`src/cdt_params.svh`:
```
// register offsets, field positions and reset values of the down timer
`ifndef CDT_PARAMS_SVH
`define CDT_PARAMS_SVH
// ----------------------------------------
// register byte offsets
// ----------------------------------------
`define CDT_OFF_CTRL    8'h00
`define CDT_OFF_IMASK   8'h04
`define CDT_OFF_STATUS  8'h08
`define CDT_OFF_PERIOD  8'h0c
`define CDT_OFF_COUNT   8'h10
`define CDT_OFF_CAPT    8'h14
`define CDT_OFF_CCOUNT  8'h18
// ----------------------------------------
// control fields
// ----------------------------------------
`define CDT_CTRL_EN     0
`define CDT_CTRL_TRIG   1
`define CDT_CTRL_CAP    3
`define CDT_CTRL_SWCAP  5
`define CDT_CTRL_FCLR   6
// ----------------------------------------
// mask, status and capture count fields
// ----------------------------------------
`define CDT_IRQ_TC      0
`define CDT_IRQ_CAP     1
`define CDT_IRQ_FULL    2
`define CDT_IRQ_CNT     3
`define CDT_ST_NEMPTY   3
`define CDT_CC_EN       7
// ----------------------------------------
// limits and reset values
// ----------------------------------------
`define CDT_CC_MIN      7'h02
`define CDT_CC_MAX      7'h7f
`define CDT_FIFO_DEPTH  3'h4
`define CDT_IMASK_RST   5'h00
`endif

```
`src/cdt_pkg.sv`:
```
// types shared by the down timer
package cdt_pkg;
    // edge selection for trigger and capture
    typedef enum logic [1:0] {
        EDGE_NONE   = 2'h0,
        EDGE_RISE   = 2'h1,
        EDGE_FALL   = 2'h2,
        EDGE_EITHER = 2'h3
    } cdt_edge_t;
    // build-time run mode
    typedef enum logic [1:0] {
        RUN_CONT    = 2'h0,
        RUN_ONESHOT = 2'h1,
        RUN_HALT    = 2'h2
    } cdt_run_mode_t;
    // build-time enable source
    typedef enum logic [1:0] {
        EN_SW   = 2'h0,
        EN_HW   = 2'h1,
        EN_BOTH = 2'h2
    } cdt_en_mode_t;
    // run state, gray along armed, run, done
    typedef enum logic [1:0] {
        ST_ARMED = 2'h0,
        ST_RUN   = 2'h1,
        ST_DONE  = 2'h3
    } cdt_state_t;
endpackage : cdt_pkg

```
`src/cdt_timer.sv`:
```
// configurable down-counting interval timer with apb registers
// Function
// counter, period and capture width is 8, 16, 24 or 32 bits at build
// hardened variant allows only 8 and 16 bit widths
// period register holds period minus one and is the reload value
// period is at most two to the power of the width
// with a trigger mode, counting waits for the chosen trigger edge; hardened build ignores the trigger
// software trigger mode selects none/rise/fall/either, defaults to none
// capture input sampled on rising clock edge, edges found from samples
// when enabled, chosen capture edge stores the current count
// hardened variant offers only no capture or rising capture
// software capture mode selects none/rise/fall/either, defaults to none
// optional event counter captures only after programmed event count
// capture event count accepts 2 to 127, writable at run time; hardened build ignores writes
// hardware enable sampled on rising clock edge
// enable from control bit, hardware input, or both, chosen at build; hardened build turns hardware-only into control bit
// continuous mode counts as long as enabled
// one-shot stops at zero, reloads period, restarts only after reset
// halt mode also stops on interrupt, reloading period; hardened build runs halt as one-shot
// interrupt enables: terminal count, 1-4 captures, fifo full; reset off
// outside logic should start one-shot via trigger or software enable
// reset loads period into counter and clears capture event counter
// terminal count output high while count is zero
// interrupt stays high until status register is read
// when disabled, counter holds and outputs keep their values; a software capture still updates capture_out and irq
// counter decrements each edge; continuous reloads the period after zero
// capture fifo holds four values, full when fourth written unread
`timescale 1ns/1ns
`include "cdt_params.svh"
module cdt_timer #(
    parameter int                     WIDTH     = 8,
    parameter bit                     HARDENED  = 1'b0,
    parameter longint unsigned        PERIOD    = 256,
    parameter cdt_pkg::cdt_edge_t     TRIG_MODE = cdt_pkg::EDGE_NONE,
    parameter bit                     TRIG_SW   = 1'b0,
    parameter cdt_pkg::cdt_edge_t     CAP_MODE  = cdt_pkg::EDGE_RISE,
    parameter bit                     CAP_SW    = 1'b0,
    parameter cdt_pkg::cdt_en_mode_t  EN_MODE   = cdt_pkg::EN_SW,
    parameter cdt_pkg::cdt_run_mode_t RUN_MODE  = cdt_pkg::RUN_CONT,
    parameter logic [6:0]             CAP_COUNT = `CDT_CC_MIN
) (
    // clock, reset, clock enable
    input  wire logic        sys_clk,
    input  wire logic        rst,
    input  wire logic        ce,
    // apb slave
    input  wire logic        psel,
    input  wire logic        penable,
    input  wire logic        pwrite,
    input  wire logic [7:0]  paddr,
    input  wire logic [31:0] pwdata,
    output logic      [31:0] prdata,
    output logic             pready,
    output logic             pslverr,
    // hardware inputs from neighbouring logic
    input  wire logic        trigger,
    input  wire logic        capture,
    input  wire logic        enable,
    // event outputs
    output logic             count_zero_flag,
    output logic             capture_out,
    output logic             irq
);
    // ----------------------------------------
    // build-time restrictions per variant
    // ----------------------------------------
    localparam logic [WIDTH-1:0] PER_M1 = WIDTH'(PERIOD - 1);
    localparam bit HAS_TRIG = !HARDENED && (TRIG_SW || TRIG_MODE != cdt_pkg::EDGE_NONE);
    localparam cdt_pkg::cdt_run_mode_t RUN_EFF =
        (HARDENED && RUN_MODE == cdt_pkg::RUN_HALT) ? cdt_pkg::RUN_ONESHOT : RUN_MODE;
    localparam cdt_pkg::cdt_en_mode_t EN_EFF =
        (HARDENED && EN_MODE == cdt_pkg::EN_HW) ? cdt_pkg::EN_SW : EN_MODE;

    // edge detect on synchronised samples, used by trigger and capture
    function automatic logic edge_hit(cdt_pkg::cdt_edge_t m, logic cur, logic prv);
        case (m)
            cdt_pkg::EDGE_RISE:   edge_hit = cur & ~prv;
            cdt_pkg::EDGE_FALL:   edge_hit = ~cur & prv;
            cdt_pkg::EDGE_EITHER: edge_hit = cur ^ prv;
            default:              edge_hit = 1'b0;
        endcase
    endfunction : edge_hit

    // ----------------------------------------
    // state
    // ----------------------------------------
    logic [2:0]          in_s1_q, in_s2_q, in_s3_q;
    logic [WIDTH-1:0]    cnt_q, cnt_d, per_q;
    cdt_pkg::cdt_state_t st_q;
    logic                ctrl_en_q;
    cdt_pkg::cdt_edge_t  ctrl_trig_q, ctrl_cap_q;
    logic [4:0]          imask_q;
    logic [2:0]          stat_q, stat_set;
    logic [6:0]          cc_val_q, evt_q;
    logic                cc_en_q;
    logic [WIDTH-1:0]    fifo_q [0:3];
    logic [1:0]          wp_q, rp_q;
    logic [2:0]          lvl_q, since_q;
    logic                tc_q, irq_q, capo_q, pready_q, pslverr_q, pop_ok_q;
    logic [31:0]         prdata_q;
    // ----------------------------------------
    // decoded strobes
    // ----------------------------------------
    logic acc, wr_done, rd_done, map_ok, st_clr, pop, push, fclr, swcap;
    logic [2:0] clr_bits;
    logic en, trig_hw, cap_hw, en_hw, trig_now, evt, cap_now;
    cdt_pkg::cdt_edge_t trig_m, cap_m;

    // ----------------------------------------
    // input synchronisers
    // ----------------------------------------
    // three stages: s1 only feeds s2, s3 gives the previous sample for edges
    always_ff @(posedge sys_clk) begin
        if (rst) begin
            in_s1_q <= 3'h0;
            in_s2_q <= 3'h0;
            in_s3_q <= 3'h0;
        end else if (ce) begin
            in_s1_q <= {trigger, capture, enable};
            in_s2_q <= in_s1_q;
            in_s3_q <= in_s2_q;
        end
    end
    assign en_hw = in_s2_q[0];

    // ----------------------------------------
    // mode and enable selection
    // ----------------------------------------
    always_comb begin
        trig_m = HAS_TRIG ? (TRIG_SW ? ctrl_trig_q : TRIG_MODE) : cdt_pkg::EDGE_NONE;
        cap_m  = CAP_SW ? ctrl_cap_q : CAP_MODE;
        // hardened block only knows rising edge capture
        if (HARDENED && cap_m != cdt_pkg::EDGE_RISE)
            cap_m = cdt_pkg::EDGE_NONE;
        case (EN_EFF)
            cdt_pkg::EN_HW:   en = en_hw;
            cdt_pkg::EN_BOTH: en = en_hw & ctrl_en_q;
            default:          en = ctrl_en_q;
        endcase
    end
    assign trig_hw  = edge_hit(trig_m, in_s2_q[2], in_s3_q[2]);
    assign cap_hw   = edge_hit(cap_m, in_s2_q[1], in_s3_q[1]);
    assign trig_now = (trig_m == cdt_pkg::EDGE_NONE) || trig_hw;

    // ----------------------------------------
    // apb decode
    // ----------------------------------------
    assign acc     = psel & penable & pready_q;
    assign wr_done = acc & pwrite;
    assign rd_done = acc & ~pwrite;
    assign map_ok  = paddr inside {`CDT_OFF_CTRL, `CDT_OFF_IMASK, `CDT_OFF_STATUS,
                     `CDT_OFF_PERIOD, `CDT_OFF_COUNT, `CDT_OFF_CAPT, `CDT_OFF_CCOUNT};
    assign st_clr  = rd_done && paddr == `CDT_OFF_STATUS;
    // a read clears and pops only what it reported; events after the data load survive
    assign clr_bits = {3{st_clr}} & prdata_q[2:0];
    assign pop     = rd_done && pop_ok_q;
    assign fclr    = wr_done && paddr == `CDT_OFF_CTRL && pwdata[`CDT_CTRL_FCLR];
    assign swcap   = wr_done && paddr == `CDT_OFF_CTRL && pwdata[`CDT_CTRL_SWCAP];

    // one wait state: pready rises in the second access cycle
    always_ff @(posedge sys_clk) begin
        if (rst) begin
            pready_q  <= 1'b0;
            pslverr_q <= 1'b0;
            prdata_q  <= 32'h0;
            pop_ok_q  <= 1'b0;
        end else if (ce) begin
            pready_q  <= psel & penable & ~pready_q;
            pop_ok_q  <= psel && penable && !pready_q && !pwrite && paddr == `CDT_OFF_CAPT && lvl_q != 3'h0;
            pslverr_q <= psel & penable & ~pready_q & ~map_ok;
            prdata_q  <= 32'h0;
            if (psel && penable && !pready_q && !pwrite) begin
                case (paddr)
                    `CDT_OFF_CTRL:   prdata_q <= 32'({ctrl_cap_q, ctrl_trig_q, ctrl_en_q});
                    `CDT_OFF_IMASK:  prdata_q <= 32'(imask_q);
                    `CDT_OFF_STATUS: prdata_q <= 32'({lvl_q != 3'h0, stat_q});
                    `CDT_OFF_PERIOD: prdata_q <= 32'(per_q);
                    `CDT_OFF_COUNT:  prdata_q <= 32'(cnt_q);
                    `CDT_OFF_CAPT:   prdata_q <= (lvl_q != 3'h0) ? 32'(fifo_q[rp_q]) : 32'h0; // empty reads zero
                    `CDT_OFF_CCOUNT: prdata_q <= 32'({cc_en_q, cc_val_q});
                    default:         prdata_q <= 32'h0;
                endcase
            end
        end
    end

    // ----------------------------------------
    // software registers
    // ----------------------------------------
    always_ff @(posedge sys_clk) begin
        if (rst) begin
            ctrl_en_q   <= 1'b0;
            ctrl_trig_q <= cdt_pkg::EDGE_NONE;
            ctrl_cap_q  <= cdt_pkg::EDGE_NONE;
            imask_q     <= `CDT_IMASK_RST;
            per_q       <= PER_M1;
            cc_val_q    <= CAP_COUNT;
            cc_en_q     <= 1'b0;
        end else if (ce && wr_done) begin
            case (paddr)
                `CDT_OFF_CTRL: begin
                    ctrl_en_q   <= pwdata[`CDT_CTRL_EN];
                    ctrl_trig_q <= cdt_pkg::cdt_edge_t'(pwdata[`CDT_CTRL_TRIG +: 2]);
                    ctrl_cap_q  <= cdt_pkg::cdt_edge_t'(pwdata[`CDT_CTRL_CAP +: 2]);
                end
                `CDT_OFF_IMASK:  imask_q <= pwdata[4:0];
                `CDT_OFF_PERIOD: per_q   <= pwdata[WIDTH-1:0];
                `CDT_OFF_CCOUNT: begin
                    // out-of-range counts are ignored, the old value stays
                    if (!HARDENED && pwdata[6:0] >= `CDT_CC_MIN)
                        cc_val_q <= pwdata[6:0];
                    cc_en_q <= !HARDENED && pwdata[`CDT_CC_EN];
                end
                default: ;
            endcase
        end
    end

    // ----------------------------------------
    // run state and down counter
    // ----------------------------------------
    always_comb begin
        cnt_d = cnt_q;
        if (en && st_q == cdt_pkg::ST_RUN) begin
            if (cnt_q == '0)
                cnt_d = per_q;
            else if (RUN_EFF == cdt_pkg::RUN_HALT && irq_q)
                cnt_d = per_q;
            else
                cnt_d = cnt_q - 1'b1;
        end
    end

    // counter and run state freeze while disabled
    always_ff @(posedge sys_clk) begin
        if (rst) begin
            cnt_q <= PER_M1;
            st_q  <= cdt_pkg::ST_ARMED;
            tc_q  <= 1'b0;
        end else if (ce) begin
            cnt_q <= cnt_d;
            tc_q  <= cnt_d == '0;
            if (en) begin
                case (st_q)
                    cdt_pkg::ST_ARMED:
                        if (trig_now) st_q <= cdt_pkg::ST_RUN;
                    cdt_pkg::ST_RUN:
                        if (RUN_EFF != cdt_pkg::RUN_CONT && cnt_q == '0)
                            st_q <= cdt_pkg::ST_DONE;
                        else if (RUN_EFF == cdt_pkg::RUN_HALT && irq_q)
                            st_q <= cdt_pkg::ST_DONE;
                    cdt_pkg::ST_DONE: st_q <= cdt_pkg::ST_DONE; // only reset restarts
                    default: st_q <= cdt_pkg::ST_ARMED;
                endcase
            end
        end
    end

    // ----------------------------------------
    // capture path
    // ----------------------------------------
    assign evt     = en && cap_hw;
    assign cap_now = (evt && (!cc_en_q || evt_q + 7'h1 >= cc_val_q)) || swcap;
    assign push    = cap_now && lvl_q != `CDT_FIFO_DEPTH;

    // capture event prescaler
    always_ff @(posedge sys_clk) begin
        if (rst) begin
            evt_q <= 7'h0;
        end else if (ce && evt && cc_en_q) begin
            evt_q <= (evt_q + 7'h1 >= cc_val_q) ? 7'h0 : evt_q + 7'h1;
        end
    end

    // four-deep fifo; captures into a full fifo are dropped
    always_ff @(posedge sys_clk) begin
        if (rst) begin
            wp_q  <= 2'h0;
            rp_q  <= 2'h0;
            lvl_q <= 3'h0;
        end else if (ce) begin
            if (fclr) begin
                wp_q  <= 2'h0;
                rp_q  <= 2'h0;
                lvl_q <= 3'h0;
            end else begin
                if (push) wp_q <= wp_q + 2'h1;
                if (pop) rp_q <= rp_q + 2'h1;
                lvl_q <= 3'(lvl_q + {2'h0, push} - {2'h0, pop});
            end
        end
    end

    // storage has no reset, it is qualified by the level
    always_ff @(posedge sys_clk) begin
        if (ce && push && !rst) fifo_q[wp_q] <= cnt_q;
    end

    // ----------------------------------------
    // sticky status and interrupt
    // ----------------------------------------
    always_comb begin
        stat_set               = 3'h0;
        stat_set[`CDT_IRQ_TC]  = cnt_d == '0 && cnt_q != '0;
        stat_set[`CDT_IRQ_CAP] = cap_now && since_q >= {1'b0, imask_q[`CDT_IRQ_CNT +: 2]};
        stat_set[`CDT_IRQ_FULL] = push && lvl_q == `CDT_FIFO_DEPTH - 3'h1;
    end

    // set wins over a read that clears in the same cycle
    always_ff @(posedge sys_clk) begin
        if (rst) begin
            stat_q  <= 3'h0;
            since_q <= 3'h0;
            irq_q   <= 1'b0;
            capo_q  <= 1'b0;
        end else if (ce) begin
            stat_q  <= (stat_q & ~clr_bits) | stat_set;
            if (stat_set[`CDT_IRQ_CAP] || st_clr)
                since_q <= 3'h0;
            else if (cap_now && since_q != 3'h7)
                since_q <= since_q + 3'h1;
            irq_q  <= |(((stat_q & ~clr_bits) | stat_set) & imask_q[2:0]);
            capo_q <= cap_now;
        end
    end

    // ----------------------------------------
    // outputs
    // ----------------------------------------
    assign prdata          = prdata_q;
    assign pready          = pready_q;
    assign pslverr         = pslverr_q;
    assign count_zero_flag = tc_q;
    assign capture_out     = capo_q;
    assign irq             = irq_q;

    // ----------------------------------------
    // assertions
    // ----------------------------------------
    AST_BUILD_LIMITS: assert property (@(posedge sys_clk)
        WIDTH inside {8, 16, 24, 32} && (!HARDENED || WIDTH <= 16) && PERIOD <= (64'h1 << WIDTH))
        else $error("illegal width or period");
    AST_TC_ZERO: assert property (@(posedge sys_clk) disable iff (rst)
        ##1 tc_q == (cnt_q == '0)) else $error("terminal count mismatch");
    AST_HOLD_OFF: assert property (@(posedge sys_clk) disable iff (rst)
        !en |=> $stable(cnt_q) && $stable(tc_q)) else $error("count moved while disabled");
    AST_DECREMENT: assert property (@(posedge sys_clk) disable iff (rst)
        ce && en && st_q == cdt_pkg::ST_RUN && cnt_q != '0 && !(RUN_EFF == cdt_pkg::RUN_HALT && irq_q)
        |=> cnt_q == $past(cnt_q) - 1'b1) else $error("no decrement");
    AST_RELOAD: assert property (@(posedge sys_clk) disable iff (rst)
        ce && en && st_q == cdt_pkg::ST_RUN && cnt_q == '0 |=> cnt_q == $past(per_q))
        else $error("no reload after zero");
    AST_ONESHOT: assert property (@(posedge sys_clk) disable iff (rst)
        ce && en && st_q == cdt_pkg::ST_RUN && cnt_q == '0 && RUN_EFF != cdt_pkg::RUN_CONT
        |=> st_q == cdt_pkg::ST_DONE ##1 $stable(cnt_q)) else $error("one-shot did not stop");
    AST_RESET_LOAD: assert property (@(posedge sys_clk)
        rst |=> cnt_q == PER_M1 && evt_q == 7'h0 && imask_q == `CDT_IMASK_RST
        && ctrl_trig_q == cdt_pkg::EDGE_NONE && ctrl_cap_q == cdt_pkg::EDGE_NONE)
        else $error("reset values wrong");
    AST_ARMED_WAIT: assert property (@(posedge sys_clk) disable iff (rst)
        st_q == cdt_pkg::ST_ARMED |=> $stable(cnt_q)) else $error("counted before trigger");
    AST_IRQ_STICKY: assert property (@(posedge sys_clk) disable iff (rst)
        ce && irq_q && !st_clr && $stable(imask_q) |=> irq_q) else $error("interrupt dropped");
    AST_CAP_VALUE: assert property (@(posedge sys_clk) disable iff (rst)
        ce && push |=> fifo_q[$past(wp_q)] == $past(cnt_q)) else $error("wrong value captured");
    AST_FIFO_FULL: assert property (@(posedge sys_clk) disable iff (rst)
        ce && push && !fclr && lvl_q == 3'h3 && !pop |=> lvl_q == 3'h4 && stat_q[`CDT_IRQ_FULL])
        else $error("fifo full not flagged");
    AST_CC_RANGE: assert property (@(posedge sys_clk) disable iff (rst)
        cc_val_q >= `CDT_CC_MIN && cc_val_q <= `CDT_CC_MAX) else $error("capture count out of range");
    COV_RELOAD: cover property (@(posedge sys_clk) disable iff (rst)
        st_q == cdt_pkg::ST_RUN && cnt_q == '0 ##1 cnt_q == per_q);
    COV_FULL: cover property (@(posedge sys_clk) disable iff (rst) lvl_q == 3'h4);
    COV_IRQ_CLR: cover property (@(posedge sys_clk) disable iff (rst) irq_q ##1 st_clr ##1 !irq_q);
endmodule : cdt_timer

```
`config.mk`:
```
export PLATFORM = sky130hd
export DESIGN_NAME = cdt_timer
export DESIGN_NICKNAME = d
export VERILOG_FILES = /design/src/cdt_pkg.sv /design/src/cdt_timer.sv
export VERILOG_INCLUDE_DIRS = /design/src /design/src/src
export SDC_FILE = /design/constraint.sdc
export NUM_CORES = 1
export LEC_CHECK = 0
export CAP_MARGIN = 20
export CORE_MARGIN = 4
export CORE_UTILIZATION = 65
export DETAILED_ROUTE_END_ITERATION = 10
export DONT_BUFFER_PORTS = 1
export GPL_TIMING_DRIVEN = 0
export PLACE_DENSITY = 0.85
export SLEW_MARGIN = 25
export SYNTH_ARGS = -nofsm -noshare
export SYNTH_HDL_FRONTEND = slang
export SYNTH_SLANG_ARGS = --single-unit
```
`constraint.sdc`:
```
create_clock -name sys_clk -period 8.8 [get_ports sys_clk]
set_input_delay 0.44 -clock sys_clk [delete_from_list [all_inputs] [get_ports sys_clk]]
set_output_delay 0.44 -clock sys_clk [all_outputs]
set_load 0.02 [all_outputs]
```
==> results of run 1 <==
[cells by family (layout without fill, tap and decap cells)]
kind of cell	Yosys count	in the layout	share of synthesized area, %
xor+xnor	7	7	1.088
buf+inv	76	92	7.530
fa+ha+maj	23	23	5.242
other cells	1	24	0.06657
flops	107	107	43.71
compound gates	103	103	12.59
simple gates	214	214	19.46
mux	44	44	10.31
[routing by layer]
| layer | wire length (µm) | GRT usage (%) | share of wire, % | up-vias |
|---|---|---|---|---|
| met4 | 431 | 11.35 | 3.0 | 0 |
| met2 | 6757 | 46.28 | 46 | 281 |
| met5 | 0 | 0 | 0 | - |
| met1 | 5891 | 40.08 | 40 | 2209 |
| li1 | - | - | - | 2107 |
| met3 | 1500 | 5.260 | 10 | 40 |
[registers in the layout, indices dropped and copies added, names as in the netlist, 2 cells and up, named ones only]
signal       flops
cnt_q            8
wp_q             2
evt_q            7
ctrl_cap_q       2
since_q          3
lvl_q            3
stat_q           3
imask_q          5
fifo_q          32
cc_val_q         7
st_q             2
prdata           8
ctrl_trig_q      2
rp_q             2
per_q            8
[layout by cell type, fill, tap and decap left out, drive strengths merged, types with 4 or more instances in the layout]
master	count
ha	22
nand3	29
xor2	4
nor2b	5
edfxtp	32
nor4	8
nor2	64
a21o	4
o31ai	6
clkbuf	31
a31oi	5
mux2i	31
o21ai	14
inv	21
conb	24
dfxtp	75
a21oi	24
clkinv	5
and2	8
a22oi	16
nor3b	4
nand3b	5
mux4	11
nand2	55
nand2b	7
o211ai	4
a211oi	5
nor3	9
buf	34
[how the worst max path moves through the flow]
| stage | end | cells past startpoint |
|---|---|---|
| 4_1_cts | lvl_q[2] | 18 |
| 6_report | lvl_q[2] | 18 |
| 3_3_place_gp | lvl_q[2] | 19 |
| 5_1_grt | lvl_q[2] | 19 |
| 2_1_floorplan | lvl_q[2] | 19 |
| 3_5_place_dp | lvl_q[2] | 18 |
[area by class of cell]
cell class / count / area [µm²] / area share, %
multi-input cells: 415 / 2833 / 46.83
flip-flops and latches: 107 / 2462 / 40.71
clock inverters: 7 / 73.82 / 1.221
clock buffers: 9 / 123.9 / 2.048
plain buffers: 56 / 349.1 / 5.772
inverters: 20 / 75.07 / 1.241
well taps: 105 / 131.4 / 2.172
[worst max-delay path: cells and delay by family (launching register included)]
kind | cells | cell delay (ns)
XOR/XNOR | 2 | 0.34
flip-flops | 1 | 0.43
buffers and inverters | 2 | 0.10
adder cells (fa/ha/maj) | 5 | 1.32
AND/OR/NAND/NOR | 2 | 0.26
AO/OA/AOI/OAI | 7 | 1.60
[through the flow]
stage,cell area (µm²),cells
3_3_place_gp,5851,703
6_report,6048,719
3_5_place_dp,5851,703
4_1_cts,6048,719
5_1_grt,6048,719
2_1_floorplan,5719,598
[where the power goes]
group	internal (W)	switching (W)
clock network	0.000134	0.000172
logic	0.0000197	0.0000374
registers	0.000508	0.00000497
[Yosys cell counts, types with 5 or more instances]
cell type,instances,share of area (%)
sky130_fd_sc_hd__nor3_1,9,0.80
sky130_fd_sc_hd__a21oi_1,24,2.1
sky130_fd_sc_hd__mux2i_1,31,5.5
sky130_fd_sc_hd__nand2b_1,7,0.78
sky130_fd_sc_hd__a22oi_1,16,2.1
sky130_fd_sc_hd__nand3b_1,5,0.67
sky130_fd_sc_hd__o31ai_1,6,0.80
sky130_fd_sc_hd__nand3_1,29,2.6
sky130_fd_sc_hd__nor2_1,64,4.3
sky130_fd_sc_hd__buf_6,6,1.2
sky130_fd_sc_hd__nand2_1,53,3.5
sky130_fd_sc_hd__dfxtp_1,75,27
sky130_fd_sc_hd__clkbuf_1,22,1.5
sky130_fd_sc_hd__buf_4,25,3.3
sky130_fd_sc_hd__a31oi_1,5,0.56
sky130_fd_sc_hd__and2_1,8,0.89
sky130_fd_sc_hd__o21ai_0,13,1.2
sky130_fd_sc_hd__a211oi_1,5,0.67
sky130_fd_sc_hd__ha_1,22,4.9
sky130_fd_sc_hd__inv_1,18,1.2
sky130_fd_sc_hd__mux4_2,11,4.4
sky130_fd_sc_hd__nor2b_1,5,0.56
sky130_fd_sc_hd__edfxtp_1,32,17
==> run_summary.xml, run 1 <==
<?xml version="1.0" encoding="UTF-8"?>
<metrics>
  <group name="power_and_ir_drop">
    <metric name="leakage" unit="nW">2.347</metric>
    <metric name="power-per-cell-area" unit="mW/mm²">144.8</metric>
    <metric name="totalPowerFinal" unit="W">0.0008759</metric>
    <metric name="irDropWorstVdd" unit="mV">0.1134</metric>
  </group>
  <group name="floorplan">
    <metric name="die_height" unit="µm">101.1</metric>
    <metric name="starting_density" unit="%">67.54</metric>
    <metric name="core_area" unit="mm²">0.008341</metric>
    <metric name="top_level_ports" unit="">86</metric>
    <metric name="die_x_extent" unit="µm">101.1</metric>
    <metric name="num_rows" unit="">33</metric>
    <metric name="die_footprint" unit="mm²">0.01022</metric>
  </group>
  <group name="hold_path">
    <metric name="worst_hold_path.endpoint" unit="">cc_val_q[1]</metric>
    <metric name="min_from" unit="">pwdata[1]</metric>
    <metric name="min_path_type" unit="">primary input to register</metric>
    <metric name="min_delay_path_depth" unit="">2</metric>
  </group>
  <group name="setup_path">
    <metric name="path_cells" unit="">ha_1 &gt; nand3_1 &gt; xnor2_1 &gt; ha_1 &gt; a211oi_1 &gt; o21ai_0 &gt; a21oi_1 &gt; a2bb2oi_1 &gt; a21o_1 &gt; ha_1 &gt; inv_1 &gt; ha_1 &gt; inv_1 &gt; fa_1 &gt; xor2_1 &gt; o21ai_0 &gt; nand2_1 &gt; a21oi_1</metric>
    <metric name="r2r_cells" unit="">18</metric>
    <metric name="cp_slowest_stage_delay" unit="ns">0.59</metric>
    <metric name="crit_path_max_fanout" unit="">6</metric>
    <metric name="crit_path_start" unit="">evt_q[0]</metric>
    <metric name="required" unit="ns">9.09</metric>
    <metric name="setup.worst_path.end_class" unit="">register</metric>
    <metric name="critical_path.startpoint_type" unit="">register</metric>
    <metric name="reg2reg_setup_slack" unit="ns">4.68</metric>
    <metric name="regToRegEndpoint" unit="">lvl_q[2]</metric>
    <metric name="crit_path_max_delay_cell_type" unit="">sky130_fd_sc_hd__a2bb2oi_1</metric>
    <metric name="critical_path_arrival" unit="ns">4.42</metric>
    <metric name="worst_path_most_repeated_cell" unit="">sky130_fd_sc_hd__ha_1</metric>
    <metric name="timing.setup.critical_path_class" unit="">register to register</metric>
    <metric name="worst_r2r_startpoint" unit="">evt_q[0]</metric>
  </group>
  <group name="timing">
    <metric name="hold_viol_final" unit="">0</metric>
    <metric name="setup_viol" unit="">0</metric>
    <metric name="post_route_clock_period_utilization" unit="%">46.86</metric>
    <metric name="timing.final.ws_setup" unit="ns">4.676</metric>
    <metric name="slew_violations" unit="">0</metric>
    <metric name="grt_setup_unrepaired" unit="">no</metric>
    <metric name="fin_crit" unit="ns">4.124</metric>
    <metric name="post_route_worst_hold_slack" unit="ns">0.2063</metric>
    <metric name="setup_tns" unit="ns">0</metric>
    <metric name="fin_skew" unit="ns">0.007881</metric>
    <metric name="max-slew-margin-rel" unit="%">35.17</metric>
    <metric name="timing.fmax" unit="MHz">242.5</metric>
    <metric name="worst-slew-pin-transition" unit="ns">0.9642</metric>
  </group>
  <group name="clock_tree">
    <metric name="post-cts-setup-buffers" unit="">0</metric>
    <metric name="clk_latency" unit="ns">0.36</metric>
    <metric name="post_cts_hold_buffer_count" unit="">0</metric>
    <metric name="cts_tree" unit="">yes</metric>
    <metric name="clock-sinks" unit="">107</metric>
    <metric name="cts_inserted_buffers" unit="">9</metric>
    <metric name="htree_levels" unit="">3</metric>
    <metric name="cts.reportedPaths.clkPinSlew" unit="ns">0.10</metric>
    <metric name="postCtsResizedCells" unit="">0</metric>
    <metric name="root_buffer" unit="">sky130_fd_sc_hd__clkbuf_8</metric>
    <metric name="largest_buffer_count_on_any_clock_path" unit="">2</metric>
  </group>
  <group name="global_routing">
    <metric name="grt_first_pass_wirelength" unit="µm">22910</metric>
    <metric name="globalRoute.totalOverflow" unit="">0</metric>
    <metric name="grtUsageTotal" unit="%">29.29</metric>
    <metric name="antenna_found_initial" unit="">0</metric>
    <metric name="grt_start_max_net_pins" unit="">19</metric>
    <metric name="grt_pass1_vias" unit="">4354</metric>
  </group>
  <group name="drt">
    <metric name="viasPerCell" unit="">6.449</metric>
    <metric name="postRouteAntennaNets" unit="">0</metric>
    <metric name="routed_wl" unit="µm">14580</metric>
    <metric name="drc" unit="">0</metric>
    <metric name="drt_iter0_markers" unit="">518</metric>
    <metric name="routedWlPerCell" unit="µm">20.28</metric>
    <metric name="detailedRoute.firstPassIterationCount" unit="">6</metric>
    <metric name="vias" unit="">4637</metric>
  </group>
  <group name="placement">
    <metric name="detailedPlacementHpwl" unit="µm">10940</metric>
    <metric name="placement.io_buffers" unit="">0</metric>
    <metric name="gpl.final_weighted_congestion" unit="">0.9455</metric>
    <metric name="preCtsSetupSlack" unit="ns">4.750</metric>
  </group>
  <group name="logic_synthesis">
    <metric name="yosysUniqueCellTypes" unit="">69</metric>
    <metric name="synthFlopType" unit="">sky130_fd_sc_hd__dfxtp_1</metric>
    <metric name="synth_edf_count" unit="">32</metric>
    <metric name="postSynthCellCount" unit="">575</metric>
    <metric name="synth_warnings" unit="">0</metric>
    <metric name="postSynthRegisterBits" unit="">107</metric>
    <metric name="synth.avg_cell_area" unit="µm²">9.796</metric>
    <metric name="asyncSetResetFlopFracSynth" unit="%">0</metric>
    <metric name="seq_area_frac_synth" unit="%">43.71</metric>
    <metric name="synthesized_cell_area" unit="mm²">0.005633</metric>
  </group>
  <group name="final_layout">
    <metric name="area_growth" unit="%">7.374</metric>
    <metric name="antenna_cells" unit="">0</metric>
    <metric name="post-route-util" unit="%">72.52</metric>
    <metric name="num-fill-cells" unit="">629</metric>
    <metric name="layout_cells_sized_above_1" unit="%">11.40</metric>
    <metric name="design.final.nets" unit="">681</metric>
  </group>
  <group name="job">
    <metric name="maximum_capacitance_violations" unit="">0</metric>
  </group>
  <group name="run_status">
    <metric name="status" unit="">finished, final reports clean</metric>
  </group>
</metrics>
Note: power is estimated with default switching activity, not from simulation.
==> run 2, diff against run 1 <==
--- a/config.mk
+++ b/config.mk
@@ -8,11 +8,11 @@
 export LEC_CHECK = 0
 export CAP_MARGIN = 20
 export CORE_MARGIN = 4
-export CORE_UTILIZATION = 65
+export CORE_UTILIZATION = 58
 export DETAILED_ROUTE_END_ITERATION = 10
 export DONT_BUFFER_PORTS = 1
 export GPL_TIMING_DRIVEN = 0
-export PLACE_DENSITY = 0.85
+export PLACE_DENSITY = 0.8
 export SLEW_MARGIN = 25
 export SYNTH_ARGS = -nofsm -noshare
 export SYNTH_HDL_FRONTEND = slang
==> constraint.sdc (replaced) <==
create_clock -name sys_clk -period 3.73 [get_ports sys_clk]
set_input_delay 0.1865 -clock sys_clk [delete_from_list [all_inputs] [get_ports sys_clk]]
set_output_delay 0.1865 -clock sys_clk [all_outputs]
set_load 0.02 [all_outputs]
==> run_summary.xml, run 2 (synthesized netlist as in run 1, its figures left out) <==
<?xml version="1.0" encoding="UTF-8"?>
<metrics>
  <group name="run_status">
    <metric name="status" unit="">finished, final reports clean</metric>
  </group>
  <group name="drt">
    <metric name="vias" unit="">4775</metric>
    <metric name="postRouteAntennaNets" unit="">0</metric>
    <metric name="viasPerCell" unit="">6.316</metric>
    <metric name="routedWlPerCell" unit="µm">19.96</metric>
    <metric name="drt_iter0_markers" unit="">639</metric>
    <metric name="routed_wl" unit="µm">15090</metric>
    <metric name="drc" unit="">0</metric>
    <metric name="detailedRoute.firstPassIterationCount" unit="">6</metric>
  </group>
  <group name="final_layout">
    <metric name="largest-register" unit="">fifo_q</metric>
    <metric name="design.final.nets" unit="">694</metric>
    <metric name="final_common_cell" unit="">sky130_fd_sc_hd__dfxtp_1</metric>
    <metric name="num-fill-cells" unit="">732</metric>
    <metric name="largest_reg_flops" unit="">32</metric>
    <metric name="final_cell_mix" unit="">73 x sky130_fd_sc_hd__dfxtp_1, 62 x sky130_fd_sc_hd__nor2_1, 53 x sky130_fd_sc_hd__nand2_1</metric>
    <metric name="fin_area" unit="mm²">0.006236</metric>
    <metric name="final-seq-area" unit="mm²">0.002465</metric>
    <metric name="multiInputGateArea" unit="mm²">0.002887</metric>
    <metric name="layout_cells_sized_above_1" unit="%">13.56</metric>
    <metric name="antenna_cells" unit="">0</metric>
    <metric name="area_growth" unit="%">10.71</metric>
  </group>
  <group name="hold_path">
    <metric name="min_path_type" unit="">primary input to register</metric>
    <metric name="min_from" unit="">pwdata[2]</metric>
    <metric name="worst_hold_path.endpoint" unit="">cc_val_q[2]</metric>
    <metric name="min_delay_path_depth" unit="">2</metric>
  </group>
  <group name="floorplan">
    <metric name="top_level_ports" unit="">86</metric>
    <metric name="die_footprint" unit="mm²">0.01135</metric>
    <metric name="die_x_extent" unit="µm">106.6</metric>
    <metric name="starting_density" unit="%">60.39</metric>
    <metric name="num_rows" unit="">35</metric>
    <metric name="core_area" unit="mm²">0.009328</metric>
    <metric name="die_height" unit="µm">106.6</metric>
  </group>
  <group name="job">
    <metric name="maximum_capacitance_violations" unit="">0</metric>
  </group>
  <group name="power_and_ir_drop">
    <metric name="irDropWorstVdd" unit="mV">0.2118</metric>
    <metric name="switching_share" unit="%">25.79</metric>
    <metric name="share_comb_of_total_power" unit="%">7.4</metric>
    <metric name="sequential_group_share_of_total_power" unit="%">59.8</metric>
    <metric name="internal_pwr_total" unit="W">0.001503</metric>
    <metric name="power.clock.fraction" unit="%">32.8</metric>
    <metric name="power_switching" unit="W">0.0005224</metric>
    <metric name="power-per-cell-area" unit="mW/mm²">324.8</metric>
    <metric name="leakage" unit="nW">2.394</metric>
  </group>
  <group name="clock_tree">
    <metric name="root_buffer" unit="">sky130_fd_sc_hd__clkbuf_8</metric>
    <metric name="clk_latency" unit="ns">0.38</metric>
    <metric name="cts.reportedPaths.clkPinSlew" unit="ns">0.10</metric>
    <metric name="htree_levels" unit="">3</metric>
    <metric name="cts_inserted_buffers" unit="">9</metric>
    <metric name="cts_tree" unit="">yes</metric>
    <metric name="largest_buffer_count_on_any_clock_path" unit="">2</metric>
    <metric name="clock-sinks" unit="">107</metric>
  </group>
  <group name="timing">
    <metric name="fin_skew" unit="ns">0.01658</metric>
    <metric name="post_route_clock_period_utilization" unit="%">95.75</metric>
    <metric name="fin_crit" unit="ns">3.572</metric>
    <metric name="slew_violations" unit="">0</metric>
    <metric name="max-slew-margin-rel" unit="%">37.48</metric>
    <metric name="setup_tns" unit="ns">0</metric>
    <metric name="setup_viol" unit="">0</metric>
    <metric name="grt_setup_unrepaired" unit="">yes</metric>
    <metric name="hold_viol_final" unit="">0</metric>
    <metric name="timing.fmax" unit="MHz">280.0</metric>
    <metric name="worst-slew-pin-transition" unit="ns">0.9298</metric>
  </group>
  <group name="placement">
    <metric name="gpl.final_weighted_congestion" unit="">1.019</metric>
    <metric name="placed_cell_area" unit="mm²">0.005881</metric>
    <metric name="placement.io_buffers" unit="">0</metric>
    <metric name="detailedPlacementHpwl" unit="µm">10850</metric>
  </group>
  <group name="setup_path">
    <metric name="setup.worst_path.end_class" unit="">register</metric>
    <metric name="regToRegEndpoint" unit="">lvl_q[2]</metric>
    <metric name="worst_r2r_startpoint" unit="">evt_q[1]</metric>
    <metric name="r2r_cells" unit="">18</metric>
    <metric name="reg2reg_setup_slack" unit="ns">0.16</metric>
    <metric name="critical_path_arrival" unit="ns">3.87</metric>
    <metric name="required" unit="ns">4.03</metric>
    <metric name="crit_path_max_fanout" unit="">4</metric>
    <metric name="crit_path_max_delay_cell_type" unit="">sky130_fd_sc_hd__dfxtp_1</metric>
    <metric name="timing.setup.critical_path_class" unit="">register to register</metric>
    <metric name="path_cells" unit="">nand3_1 &gt; nor2_2 &gt; xor2_1 &gt; ha_1 &gt; o21ai_0 &gt; o21ai_0 &gt; a21oi_2 &gt; a2bb2oi_4 &gt; a21o_1 &gt; ha_1 &gt; inv_1 &gt; ha_1 &gt; inv_1 &gt; fa_1 &gt; xor2_1 &gt; o21ai_0 &gt; nand2_1 &gt; a21oi_1</metric>
    <metric name="critical_path.startpoint_type" unit="">register</metric>
    <metric name="cp_slowest_stage_delay" unit="ns">0.42</metric>
  </group>
  <group name="global_routing">
    <metric name="globalRoute.busiestLayer" unit="">met2</metric>
    <metric name="antenna_found_initial" unit="">0</metric>
    <metric name="grt_pass1_vias" unit="">4492</metric>
    <metric name="grt_first_pass_wirelength" unit="µm">23630</metric>
    <metric name="globalRoute.totalOverflow" unit="">0</metric>
    <metric name="grt.met3_usage" unit="%">7.772</metric>
    <metric name="grt_start_max_net_pins" unit="">19</metric>
    <metric name="grtUsageMet2" unit="%">42.71</metric>
    <metric name="grtUsageTotal" unit="%">26.87</metric>
    <metric name="routing_usage_on_met1" unit="%">34.41</metric>
  </group>
</metrics>
==> run 2: routing by layer <==
metal | wire [µm] | vias up
met1 | 5988 | 2243
met5 | 0 | -
met2 | 6820 | 347
met3 | 1684 | 61
li1 | - | 2124
met4 | 593 | 0
==> run 2: critical path, delay by kind of cell, from the launching register on <==
kind	cells	cell delay, ns
AND/OR/NAND/NOR	3	0.46
adder cells (fa/ha/maj)	4	1.02
buffers and inverters	2	0.11
flip-flops	1	0.42
AO/OA/AOI/OAI	7	1.08
XOR/XNOR	2	0.39
==> run 2: worst max-delay path by stage <==
stage                     startpoint  endpoint  cells after the start
after floorplan             evt_q[0]  lvl_q[2]                     19
after global placement      evt_q[0]  lvl_q[2]                     19
after detailed placement    evt_q[0]  lvl_q[2]                     19
after CTS                   evt_q[0]  lvl_q[2]                     19
after global routing        evt_q[1]  lvl_q[2]                     18
final                       evt_q[1]  lvl_q[2]                     18
==> run 2: cell type report <==
| type | count | share of cell area [%] |
|---|---|---|
| plain buffers | 56 | 5.598 |
| inverters | 20 | 1.204 |
| flip-flops and latches | 107 | 39.53 |
| clock inverters | 6 | 0.7825 |
| repair buffers | 13 | 1.966 |
| well taps | 129 | 2.588 |
| multi-input cells | 415 | 46.29 |
| clock buffers | 10 | 2.047 |
==> run 2: timing repair <==
| item | 4_1_cts | 5_1_grt |
|---|---|---|
| hold buffers | 10 | 0 |
| pin swaps | 0 | 1 |
| setup buffers | 1 | 2 |
| endpoints found under the hold margin | 27 | 0 |
| endpoints found under the setup margin | 2 | 34 |
| gates resized for setup | 5 | 10 |
==> run 2: through the flow <==
stage | utilization (%) | total power (W) | worst slack (ns) | hold WS, ns | std cells
2_1_floorplan | - | 0.001338 | 0.3061 | 0.3116 | 598
3_3_place_gp | 63.04 | 0.001367 | -0.3311 | 0.3220 | 727
3_5_place_dp | 63.04 | 0.001369 | -0.4597 | 0.3207 | 727
4_1_cts | 66.36 | 0.002024 | 0.05891 | 0.006271 | 754
5_1_grt | 66.85 | 0.002088 | -0.01030 | 0.02360 | 756
6_report | 66.85 | 0.002026 | 0.1583 | 0.02309 | 756
==> run 2: power groups by stage <==
stage | clock network, W | logic (W) | registers [W]
4_1_cts | 0.000668 | 0.000145 | 0.00121
3_5_place_dp | 0 | 0.000131 | 0.00124
2_1_floorplan | 0 | 0.000105 | 0.00123
3_3_place_gp | 0 | 0.000130 | 0.00124
6_report | 0.000664 | 0.000151 | 0.00121
5_1_grt | 0.000718 | 0.000158 | 0.00121
==> run 3, diff against run 2 <==
--- a/config.mk
+++ b/config.mk
@@ -6,12 +6,13 @@
 export SDC_FILE = /design/constraint.sdc
 export NUM_CORES = 1
 export LEC_CHECK = 0
+export ABC_AREA = 1
 export CAP_MARGIN = 20
 export CORE_MARGIN = 4
 export CORE_UTILIZATION = 58
 export DETAILED_ROUTE_END_ITERATION = 10
 export DONT_BUFFER_PORTS = 1
-export GPL_TIMING_DRIVEN = 0
+export GPL_TIMING_DRIVEN = 1
 export PLACE_DENSITY = 0.8
 export SLEW_MARGIN = 25
 export SYNTH_ARGS = -nofsm -noshare
==> run_summary.xml, run 3 <==
<?xml version="1.0" encoding="UTF-8"?>
<metrics>
  <group name="run_status">
    <metric name="status" unit="">finished, final reports clean</metric>
  </group>
  <group name="setup_path">
    <metric name="setup.worst_path.end_class" unit="">register</metric>
    <metric name="kind_of_cell_with_the_highest_combined_delay_on_the_critical_path" unit="">adder cells</metric>
    <metric name="crit_path_max_fanout" unit="">4</metric>
    <metric name="critical_path_arrival" unit="ns">3.74</metric>
    <metric name="critical_path.startpoint_type" unit="">register</metric>
    <metric name="r2r_cells" unit="">20</metric>
    <metric name="worstSetupPathDepth" unit="">20</metric>
    <metric name="reg2reg_setup_slack" unit="ns">0.25</metric>
    <metric name="crit_path_max_delay_cell_type" unit="">sky130_fd_sc_hd__fa_1</metric>
    <metric name="path_buf_inv" unit="">2</metric>
    <metric name="timing.setup.critical_path_class" unit="">register to register</metric>
    <metric name="required" unit="ns">3.99</metric>
    <metric name="cp_slowest_stage_delay" unit="ns">0.48</metric>
    <metric name="path_cells" unit="">ha_4 &gt; nand3_2 &gt; nand3b_1 &gt; xnor2_2 &gt; ha_1 &gt; nand2_1 &gt; nor2_1 &gt; nor3_2 &gt; nand4_1 &gt; nand2_2 &gt; nand2_4 &gt; nand2_2 &gt; ha_1 &gt; inv_1 &gt; ha_1 &gt; inv_1 &gt; fa_1 &gt; nor2_1 &gt; a22oi_1 &gt; nor2_1</metric>
  </group>
  <group name="floorplan">
    <metric name="die_height" unit="µm">106.2</metric>
    <metric name="top_level_ports" unit="">86</metric>
    <metric name="die_x_extent" unit="µm">106.2</metric>
    <metric name="die_footprint" unit="mm²">0.01127</metric>
    <metric name="starting_density" unit="%">59.92</metric>
    <metric name="num_rows" unit="">35</metric>
    <metric name="core_area" unit="mm²">0.009328</metric>
  </group>
  <group name="final_layout">
    <metric name="final_cell_mix" unit="">117 x sky130_fd_sc_hd__nand2_1, 89 x sky130_fd_sc_hd__inv_1, 73 x sky130_fd_sc_hd__dfxtp_1</metric>
    <metric name="largest_reg_flops" unit="">32</metric>
    <metric name="final_common_cell" unit="">sky130_fd_sc_hd__nand2_1</metric>
    <metric name="antenna_cells" unit="">0</metric>
    <metric name="layout_cells_sized_above_1" unit="%">8.599</metric>
    <metric name="area_growth" unit="%">7.253</metric>
    <metric name="post-route-util" unit="%">64.27</metric>
    <metric name="design.final.nets" unit="">788</metric>
    <metric name="largest-register" unit="">fifo_q</metric>
  </group>
  <group name="timing">
    <metric name="post_route_clock_period_utilization" unit="%">93.17</metric>
    <metric name="timing.fmax" unit="MHz">287.7</metric>
    <metric name="grt_setup_unrepaired" unit="">no</metric>
    <metric name="setup_tns" unit="ns">0</metric>
    <metric name="worst-slew-pin-transition" unit="ns">0.9951</metric>
    <metric name="fin_skew" unit="ns">0.02152</metric>
    <metric name="max-slew-margin-rel" unit="%">33.59</metric>
    <metric name="setup_viol" unit="">0</metric>
    <metric name="slew_violations" unit="">0</metric>
    <metric name="fin_crit" unit="ns">3.475</metric>
    <metric name="hold_viol_final" unit="">0</metric>
  </group>
  <group name="drt">
    <metric name="routed_wl" unit="µm">13750</metric>
    <metric name="detailedRoute.firstPassIterationCount" unit="">5</metric>
    <metric name="drc" unit="">0</metric>
    <metric name="vias" unit="">4770</metric>
    <metric name="viasPerCell" unit="">5.612</metric>
    <metric name="postRouteAntennaNets" unit="">0</metric>
    <metric name="routedWlPerCell" unit="µm">16.17</metric>
    <metric name="drt_iter0_markers" unit="">435</metric>
  </group>
  <group name="hold_path">
    <metric name="min_delay_path_depth" unit="">2</metric>
    <metric name="min_path_type" unit="">primary input to register</metric>
  </group>
  <group name="global_routing">
    <metric name="grtUsageTotal" unit="%">24.47</metric>
    <metric name="grt_start_max_net_pins" unit="">46</metric>
    <metric name="antenna_found_initial" unit="">0</metric>
    <metric name="grt_first_pass_wirelength" unit="µm">21980</metric>
    <metric name="globalRoute.totalOverflow" unit="">0</metric>
    <metric name="grt_pass1_vias" unit="">4432</metric>
  </group>
  <group name="clock_tree">
    <metric name="largest_buffer_count_on_any_clock_path" unit="">2</metric>
    <metric name="cts_inserted_buffers" unit="">9</metric>
    <metric name="root_buffer" unit="">sky130_fd_sc_hd__clkbuf_8</metric>
    <metric name="clk_latency" unit="ns">0.38</metric>
    <metric name="clock-sinks" unit="">107</metric>
    <metric name="cts.reportedPaths.clkPinSlew" unit="ns">0.11</metric>
    <metric name="cts_tree" unit="">yes</metric>
    <metric name="htree_levels" unit="">3</metric>
  </group>
  <group name="logic_synthesis">
    <metric name="synth_warnings" unit="">0</metric>
    <metric name="postSynthCellCount" unit="">706</metric>
    <metric name="yosysUniqueCellTypes" unit="">45</metric>
    <metric name="synth.avg_cell_area" unit="µm²">7.917</metric>
    <metric name="synth_common_cells" unit="">118 x sky130_fd_sc_hd__nand2_1, 89 x sky130_fd_sc_hd__inv_1, 75 x sky130_fd_sc_hd__dfxtp_1</metric>
    <metric name="synth.top_cell.area_share" unit="%">26.86</metric>
    <metric name="synth_edf_count" unit="">32</metric>
    <metric name="synthesized_cell_area" unit="mm²">0.005589</metric>
    <metric name="synth_top_cell_by_area" unit="">sky130_fd_sc_hd__dfxtp_1</metric>
    <metric name="asyncSetResetFlopFracSynth" unit="%">0</metric>
    <metric name="seq_area_frac_synth" unit="%">44.06</metric>
    <metric name="post_synth_main_area_contributors" unit="">sky130_fd_sc_hd__dfxtp_1 27%, sky130_fd_sc_hd__edfxtp_1 17%, sky130_fd_sc_hd__nand2_1 7.9%</metric>
    <metric name="yosysMostFrequentCell" unit="">sky130_fd_sc_hd__nand2_1</metric>
    <metric name="postSynthRegisterBits" unit="">107</metric>
    <metric name="synthFlopType" unit="">sky130_fd_sc_hd__dfxtp_1</metric>
  </group>
  <group name="placement">
    <metric name="placement.io_buffers" unit="">0</metric>
    <metric name="detailedPlacementHpwl" unit="µm">9676</metric>
    <metric name="gpl.final_weighted_congestion" unit="">0.9393</metric>
  </group>
  <group name="power_and_ir_drop">
    <metric name="power-per-cell-area" unit="mW/mm²">345.4</metric>
    <metric name="totalPowerFinal" unit="W">0.002070</metric>
    <metric name="irDropWorstVdd" unit="mV">0.2388</metric>
    <metric name="leakage" unit="nW">2.495</metric>
  </group>
  <group name="job">
    <metric name="maximum_capacitance_violations" unit="">0</metric>
  </group>
</metrics>
run 3: changes by cell type after synthesis, sizes merged, moves of 13 or more:
cell / previous run / this run
a21oi: 24 / 70
mux2i: 31 / 0
o22ai: 2 / 15
inv: 18 / 96
o21ai: 14 / 65
nor2: 64 / 78
nand2: 55 / 126
run 3: worst paths after layout:
| kind | endpoint | from |
|---|---|---|
| hold reg to reg | ctrl_cap_q[1] | ctrl_cap_q[1] |
| setup reg to reg | lvl_q[1] | evt_q[0] |
| hold / removal | imask_q[4] | pwdata[4] |
| setup / recovery | lvl_q[1] | evt_q[0] |
run 3: cell families (layout without fill, tap and decap cells):
| logic type | after synthesis | count (layout) | synth area share, % |
|---|---|---|---|
| other cells | 1 | 24 | 0.06709 |
| buf+inv | 139 | 131 | 11.06 |
| flops | 107 | 107 | 44.06 |
| xor+xnor | 6 | 6 | 0.9404 |
| compound gates | 178 | 178 | 18.25 |
| fa+ha+maj | 23 | 23 | 5.283 |
| simple gates | 252 | 252 | 20.35 |
run 3: stage by stage:
step                cells  cell area [µm²]  hold slack, ns  setup WS (ns)
finish                850             5995        0.008430         0.2546
global route          850             5995         0.01761       0.003471
CTS                   848             5942        0.003473        0.06936
detailed placement    821             5617          0.2629         0.1375
global placement      821             5617          0.2609         0.3417
floorplan             729             5675          0.3169         0.5768
run 3: cell type report:
| type | instances | area (µm²) |
|---|---|---|
| Clock buffer | 11 | 162.7 |
| Clock inverter | 5 | 42.54 |
| Fill cell | 793 | 3333 |
| Inverter | 98 | 367.9 |
| Multi-Input combinational cell | 483 | 2628 |
| Sequential cell | 107 | 2467 |
| Tap cell | 129 | 161.4 |
| Timing Repair Buffer | 17 | 165.2 |
run 3: metal layers:
layer | wire length, µm | global-route usage (%) | vias up
met1 | 5932 | 33.48 | 2234
met5 | 0 | 0 | -
met3 | 1009 | 4.857 | 27
met4 | 270 | 7.586 | 0
met2 | 6536 | 39.19 | 181
li1 | - | - | 2328
run 3: worst register-to-register path, cell delays in order (launching register included):
cell	delay, ns
sky130_fd_sc_hd__dfxtp_4	0.39
sky130_fd_sc_hd__ha_4	0.14
sky130_fd_sc_hd__nand3_2	0.09
sky130_fd_sc_hd__nand3b_1	0.22
sky130_fd_sc_hd__xnor2_2	0.17
sky130_fd_sc_hd__ha_1	0.33
sky130_fd_sc_hd__nand2_1	0.10
sky130_fd_sc_hd__nor2_1	0.06
sky130_fd_sc_hd__nor3_2	0.11
sky130_fd_sc_hd__nand4_1	0.17
sky130_fd_sc_hd__nand2_2	0.12
sky130_fd_sc_hd__nand2_4	0.08
sky130_fd_sc_hd__nand2_2	0.10
sky130_fd_sc_hd__ha_1	0.24
sky130_fd_sc_hd__inv_1	0.07
sky130_fd_sc_hd__ha_1	0.14
sky130_fd_sc_hd__inv_1	0.05
sky130_fd_sc_hd__fa_1	0.48
sky130_fd_sc_hd__nor2_1	0.05
sky130_fd_sc_hd__a22oi_1	0.19
sky130_fd_sc_hd__nor2_1	0.06
run 3: power by group:
| part | internal (W) | leakage [nW] | switching, W |
|---|---|---|---|
| Sequential | 0.00121 | 0.891 | 0.0000207 |
| Combinational | 0.0000328 | 1.50 | 0.0000878 |
| Clock | 0.000310 | 0.103 | 0.000412 |
| Total | 0.00155 | 2.50 | 0.000521 |
run 3: timing repair:
action,in CTS,in global routing
hold endpoints to repair,59,0
setup buffers,0,2
gates resized for setup,0,9
hold buffers,11,0
setup endpoints to repair,0,2
